## config.mk

```make
export PLATFORM = sky130hd
export DESIGN_NAME = loss_pin_overlay_select
export DESIGN_NICKNAME = d
export VERILOG_FILES = /design/src/status_sync.v /design/src/loss_pin_overlay_select.v
export VERILOG_INCLUDE_DIRS = /design/src /design/src/src
export SDC_FILE = /design/constraint.sdc
export NUM_CORES = 1
export LEC_CHECK = 0
export BUFFER_PORTS_ARGS = -buffer_cell sky130_fd_sc_hd__buf_2
export CELL_PAD_IN_SITES_DETAIL_PLACEMENT = 0
export CELL_PAD_IN_SITES_GLOBAL_PLACEMENT = 1
export CORE_MARGIN = 4
export CORE_UTILIZATION = 52
export CTS_BUF_LIST = sky130_fd_sc_hd__clkbuf_8
export DETAILED_ROUTE_END_ITERATION = 8
export PLACE_DENSITY_LB_ADDON = 0.1
export SLEW_MARGIN = 25
export SYNTH_ARGS = -nofsm -noshare
export SYNTH_HDL_FRONTEND = slang
export SYNTH_SLANG_ARGS = --single-unit
```

## constraint.sdc

```tcl
create_clock -name clk -period 2.1 [get_ports clk]
set_input_delay 0.21 -clock clk [delete_from_list [all_inputs] [get_ports clk]]
set_output_delay 0.21 -clock clk [all_outputs]
set_load 0.005 [all_outputs]
```

## src/loss_overlay_regs.vh

```
// offsets, field positions and reset values of the loss pin overlay registers
// Functional notes
// - high-speed bit 0 lets high-speed signal loss drive the loss pin; resets 0.
// - high-speed bit 1 lets high-speed pll unlock drive the loss pin; resets 0.
// - high-speed bit 2 lets autozero-not-done drive the loss pin; resets 0.
// - high-speed bit 3 lets gain-control unlock drive the loss pin; resets 0.
// - high-speed bit 4 lets invalid code words drive the loss pin; resets 0.
// - high-speed bit 5 lets loss of block lock drive the loss pin; resets 0.
// - high-speed register resets to 0x0380, reserved bits 11:8 at 4'b0011.
// - low-speed bit 12 lets low-speed pll unlock drive the loss pin; resets 0.
// - low-speed bits 11:8 enable per-lane loss of sync onto the pin; reset 0.
// - low-speed bits 7:4 enable per-lane invalid code onto the pin; reset 0.
// - low-speed bits 3:0 enable per-lane signal loss onto the pin; reset 0.
// - lane signal loss exists only while low-speed loss detection is enabled.
`ifndef LOSS_OVERLAY_REGS_VH
`define LOSS_OVERLAY_REGS_VH

// -----------------------------------------------------------------------------
// register map
// -----------------------------------------------------------------------------
`define HS_OVERLAY_ADDR 16'h0009
`define LS_OVERLAY_ADDR 16'h000a
`define HS_OVERLAY_RESET 16'h0380
`define LS_OVERLAY_RESET 16'h4000

// -----------------------------------------------------------------------------
// high-speed overlay fields
// -----------------------------------------------------------------------------
`define HS_SIGNAL_LOSS_BIT 0
`define HS_PLL_UNLOCK_BIT 1
`define HS_AUTOZERO_BIT 2
`define HS_GAIN_UNLOCK_BIT 3
`define HS_BAD_CODEWORD_BIT 4
`define HS_BLOCK_UNLOCK_BIT 5

// -----------------------------------------------------------------------------
// low-speed overlay fields
// -----------------------------------------------------------------------------
`define LS_PLL_UNLOCK_BIT 12
`define LS_DESYNC_MSB 11
`define LS_DESYNC_LSB 8
`define LS_BAD_CODE_MSB 7
`define LS_BAD_CODE_LSB 4
`define LS_SIGNAL_LOSS_MSB 3
`define LS_SIGNAL_LOSS_LSB 0

`endif

```

## src/status_sync.v

```verilog
// three-stage synchroniser for asynchronous fault levels
`timescale 1ns/100ps
module status_sync #(
    parameter WIDTH = 1
) (
    input wire clk,
    input wire rst_b,
    input wire [WIDTH-1:0] async_in,
    output reg [WIDTH-1:0] sync_out
);

    reg [WIDTH-1:0] stage1;
    reg [WIDTH-1:0] stage2;
    reg [WIDTH-1:0] stage3;
    integer i;

    // -------------------------------------------------------------------------
    // capture chain; stage1 is read only by stage2
    // -------------------------------------------------------------------------
    always @(posedge clk or negedge rst_b)
    begin
        if (!rst_b)
        begin
            stage1 <= {WIDTH{1'b0}};
            stage2 <= {WIDTH{1'b0}};
            stage3 <= {WIDTH{1'b0}};
        end
        else
        begin
            stage1 <= async_in;
            stage2 <= stage1;
            stage3 <= stage2;
        end
    end

    // a change is taken only when the last two stages agree, filtering glitches
    always @(posedge clk or negedge rst_b)
    begin
        if (!rst_b)
            sync_out <= {WIDTH{1'b0}};
        else
        begin
            for (i = 0; i < WIDTH; i = i + 1)
            begin
                if (stage2[i] == stage3[i])
                    sync_out[i] <= stage3[i];
            end
        end
    end

endmodule

```

## src/loss_pin_overlay_select.v

```verilog
// per-channel overlay registers and loss pin combining logic
`timescale 1ns/100ps
`include "loss_overlay_regs.vh"
module loss_pin_overlay_select (
    input wire clk,
    input wire rst_b,
    input wire [15:0] mgmt_addr,
    input wire mgmt_wr_en,
    input wire [15:0] mgmt_wdata,
    input wire mgmt_rd_en,
    output reg [15:0] mgmt_rdata,
    input wire base_loss,
    input wire hs_signal_loss,
    input wire hs_pll_unlock,
    input wire hs_autozero_pending,
    input wire hs_gain_unlock,
    input wire hs_bad_codeword,
    input wire hs_block_unlock,
    input wire ls_pll_unlock,
    input wire [3:0] ls_lane_desync,
    input wire [3:0] ls_lane_bad_code,
    input wire [3:0] ls_lane_signal_loss,
    input wire ls_signal_detect_enable,
    output reg channel_loss_pin
);

    reg [15:0] high_speed_loss_pin_overlay;
    reg [15:0] low_speed_loss_pin_overlay;
    reg next_loss;
    wire [20:0] raw_status;
    wire [20:0] sync_status;

    // -------------------------------------------------------------------------
    // status synchronisation
    // -------------------------------------------------------------------------
    // fault levels come from serdes clock domains, so all pass the sync chain
    assign raw_status = {ls_signal_detect_enable, base_loss, hs_signal_loss, hs_pll_unlock,
                         hs_autozero_pending, hs_gain_unlock, hs_bad_codeword, hs_block_unlock,
                         ls_pll_unlock, ls_lane_desync, ls_lane_bad_code, ls_lane_signal_loss};

    status_sync #(
        .WIDTH(21)
    ) u_status_sync (
        .clk(clk),
        .rst_b(rst_b),
        .async_in(raw_status),
        .sync_out(sync_status)
    );

    // unpacked in the same order as the concatenation above, lane n at bit n of each group
    wire s_detect_en = sync_status[20];
    wire s_base = sync_status[19];
    wire s_hs_los = sync_status[18];
    wire s_hs_pll = sync_status[17];
    wire s_hs_az = sync_status[16];
    wire s_hs_agc = sync_status[15];
    wire s_hs_code = sync_status[14];
    wire s_hs_block = sync_status[13];
    wire s_ls_pll = sync_status[12];
    wire [3:0] s_desync = sync_status[11:8];
    wire [3:0] s_bad_code = sync_status[7:4];
    wire [3:0] s_sig_loss = sync_status[3:0];

    // -------------------------------------------------------------------------
    // overlay registers
    // -------------------------------------------------------------------------
    // all bits writable, reserved fields included, so software can restore them
    always @(posedge clk or negedge rst_b)
    begin
        if (!rst_b)
        begin
            high_speed_loss_pin_overlay <= `HS_OVERLAY_RESET;
            low_speed_loss_pin_overlay <= `LS_OVERLAY_RESET;
        end
        else if (mgmt_wr_en)
        begin
            if (mgmt_addr == `HS_OVERLAY_ADDR)
                high_speed_loss_pin_overlay <= mgmt_wdata;
            if (mgmt_addr == `LS_OVERLAY_ADDR)
                low_speed_loss_pin_overlay <= mgmt_wdata;
        end
    end

    // registered read data; unmapped addresses read as zero
    always @(posedge clk or negedge rst_b)
    begin
        if (!rst_b)
            mgmt_rdata <= 16'h0000;
        else if (mgmt_rd_en)
        begin
            case (mgmt_addr)
                `HS_OVERLAY_ADDR: mgmt_rdata <= high_speed_loss_pin_overlay;
                `LS_OVERLAY_ADDR: mgmt_rdata <= low_speed_loss_pin_overlay;
                default: mgmt_rdata <= 16'h0000;
            endcase
        end
    end

    // -------------------------------------------------------------------------
    // loss pin combining
    // -------------------------------------------------------------------------
    wire [3:0] lane_los_live = s_sig_loss & {4{s_detect_en}};

    always @*
    begin
        next_loss = s_base;
        next_loss = next_loss | (s_hs_los & high_speed_loss_pin_overlay[`HS_SIGNAL_LOSS_BIT]);
        next_loss = next_loss | (s_hs_pll & high_speed_loss_pin_overlay[`HS_PLL_UNLOCK_BIT]);
        next_loss = next_loss | (s_hs_az & high_speed_loss_pin_overlay[`HS_AUTOZERO_BIT]);
        next_loss = next_loss | (s_hs_agc & high_speed_loss_pin_overlay[`HS_GAIN_UNLOCK_BIT]);
        next_loss = next_loss | (s_hs_code & high_speed_loss_pin_overlay[`HS_BAD_CODEWORD_BIT]);
        next_loss = next_loss | (s_hs_block & high_speed_loss_pin_overlay[`HS_BLOCK_UNLOCK_BIT]);
        next_loss = next_loss | (s_ls_pll & low_speed_loss_pin_overlay[`LS_PLL_UNLOCK_BIT]);
        next_loss = next_loss |
            (|(s_desync & low_speed_loss_pin_overlay[`LS_DESYNC_MSB:`LS_DESYNC_LSB]));
        next_loss = next_loss |
            (|(s_bad_code & low_speed_loss_pin_overlay[`LS_BAD_CODE_MSB:`LS_BAD_CODE_LSB]));
        next_loss = next_loss |
            (|(lane_los_live & low_speed_loss_pin_overlay[`LS_SIGNAL_LOSS_MSB:`LS_SIGNAL_LOSS_LSB]));
    end

    // one flop stage only; the pin follows conditions without holding them
    always @(posedge clk or negedge rst_b)
    begin
        if (!rst_b)
            channel_loss_pin <= 1'b0;
        else
            channel_loss_pin <= next_loss;
    end

endmodule

```

==> impl_metrics.toml <==
[outcome]
status = "completed"

[logic_synthesis]
synth-seq-area-share_pct = 73.35
muxShareOfSynthArea_pct = 8.756
ys_types = 31
yosysWarningCount = 0
synth.top_cell.area_share_pct = 71.04
syn_area_mm2 = 0.004544
ys_ff_latch = 133
synth_adder_area_share_pct = 4.626
synthCells = 268
syn_avg_cell_area_um2 = 16.96
synth.net_count = 325
synth_compound_area_share_pct = 7.296
ys_top_cells_by_area = "dfrtp_1, mux2_2, maj3_1"
synth_top_family_by_area = "multiplexers"
synth_top_area_cell = "dfrtp_1"
synthSimpleGateAreaFrac_pct = 4.653
synth_xor_area_share_pct = 0

[clock_tree]
hold_buffers = 22
cts.sinks = 133
numCtsBuffers = 17
postCtsSetupRepairBufs = 0
clock_path_buffers = 2
clock_latency_ps = 420
htree_levels = 4
cts_tree = "built"
clockRootBuffer = "clkbuf_8"
clkTransAtPathRegs_ps = 80
ctsResizeCount = 0

[die]
die-area_mm2 = 0.01030
rows = 33
core_mm2 = 0.008341
ios = 74
die_y_um = 101.5
die-width_um = 101.5
initial_core_util_pct = 54.49

[cells_and_area]
diodes = 0
final_area_mm2 = 0.005664
drive_above_1_share_pct = 37.91
area_growth_pct = 24.64
fin_util_pct = 67.91
num-fill-cells = 603
layout_common_cells = "dfrtp_1, buf_2, dlygate4sd3_1"
layout_commonest_cell = "dfrtp_1"
fin_nets = 439
seq_area_mm2 = 0.003333
multi_input_area_mm2 = 0.001151
stdcell_count = 498

[critical_path]
path_max_fanout = 3
critPathCaptureType = "flop"
critPathLaunchType = "flop"
crit_arrival_ps = 1660
critical_path_class = "flop to flop"
cp.required_ps = 2400

[placement]
portBuffers = 73
pre_cts_slack_ps = 418.8
dp.cells = 444
place_area_mm2 = 0.005081
gp_congestion = 0.7226
dp_hpwl_um = 5274

[worst_hold_path]
min_path_type = "primary input to flop"

[sta]
final.setup.worst_slack_ps = 739.0
clock_skew_ps = 12.49
slew_headroom_pct = 60.57
tightest_slew_ps = 590.8
fin_crit_sh_pct = 64.81
setup_tns_ps = 0
fmax_ghz = 0.7347
setup_violations = 0
post-route-min-period_ps = 1361
hold_viol_final = 0
slew_viol_final = 0
rsz0062_at_grt = "no"

[power]
ir_drop_mv = 0.5283
power.density_mw_per_mm2 = 841.4
total_leakage_power_uw = 0.002816

[route]
drc_errors = 0
dr.pass1.iters = 4
via_per_inst = 5.159
wirelength_um = 8110
wl_per_cell_um = 16.29
ant_nets = 0
drt_iter0_drc = 104
vias = 2569

[global_route]
grt_max_degree = 59
grt_antenna_before_repair = 0
grt_pass1_vias = 2681
grtUsageTotal_pct = 17.86
grt-ovfl-total = 0
grt_pass1_wl_um = 13670

[run]
maxCapViolations = 0
## power breakdown
part           total, uW  switching [uW]  internal [uW]  leakage, uW
Combinational        215             105            110     0.000995
Sequential          2710            49.8           2660      0.00165
Clock               1840             980            857     0.000173
## sequential cells by signal, summed over array words and instances, names as in the netlist
signal and flops:
u_status_sync.stage1 21, u_status_sync.stage2 21, u_status_sync.stage3 21, u_status_sync.sync_out 21, high_speed_loss_pin_overlay 16, low_speed_loss_pin_overlay 16
mgmt_rdata 16, channel_loss_pin 1
## cells in the mapped netlist, drive strengths merged
master,n
clkbuf,4
a21o,14
or2,1
nor2,1
dfstp,4
inv,2
nor2b,2
a221oi,1
a22oi,7
a22o,1
and4,1
a211o,1
buf,5
nand4,2
o2bb2ai,14
mux2,32
a221o,2
nor4,2
and2,1
dfrtp,129
a21oi,1
maj3,21
nor4b,3
nand2,16
nand3,1
## final timing paths
check                                                 endpoint  depth (start not counted)  slack, ps                            from
worst max-delay path                          channel_loss_pin                          4        740  high_speed_loss_pin_overlay[3]
worst min register to register        u_status_sync.stage2[15]                          0        350        u_status_sync.stage1[15]
min in group asynchronous              u_status_sync.stage3[0]                          2        290                           rst_b
max in group asynchronous       high_speed_loss_pin_overlay[7]                          3       1160                           rst_b
worst min-delay path             low_speed_loss_pin_overlay[1]                          2         30                   mgmt_wdata[1]
worst max register to register                channel_loss_pin                          4        740  high_speed_loss_pin_overlay[3]
## critical path: stages, from the launching register on
cell and delay (ps):
dfrtp_1 410, a22o_1 220, a221oi_1 270, nand3_1 110, a211o_1 250
## layout make-up
| class | count | share of cell area, % |
|---|---|---|
| Multi-Input combinational cell | 124 | 20.32 |
| Clock buffer | 18 | 4.374 |
| Sequential cell | 133 | 58.85 |
| Clock inverter | 12 | 1.679 |
| Inverter | 2 | 0.1325 |
| Tap cell | 105 | 2.319 |
| Timing Repair Buffer | 104 | 12.33 |
## metrics by stage
stage	hold WS [ps]	power [uW]
after global placement	194.2	2942
after floorplan	-85.59	2800
after detailed placement	200.0	2952
after global routing	1.211	4990
after CTS	2.516	4840
final	29.04	4766
## cell families (layout without fill, tap and decap cells)
family                   Yosys count  count (layout)
AO/OA/AOI/OAI                     41              41
adder cells (fa/ha/maj)           21              21
buffers and inverters             11             136
flip-flops                       133             133
multiplexers                      32              32
AND/OR/NAND/NOR                   30              30
## routing by layer
| metal | up-vias | track usage, % | routed length, um |
|---|---|---|---|
| li1 | 1194 | - | - |
| met1 | 1295 | 23.96 | 3617 |
| met2 | 74 | 27.06 | 3883 |
| met3 | 6 | 7.163 | 545 |
| met4 | 0 | 5.521 | 63 |
| met5 | - | 0 | 0 |
Note: power is estimated with default switching activity, not from simulation.
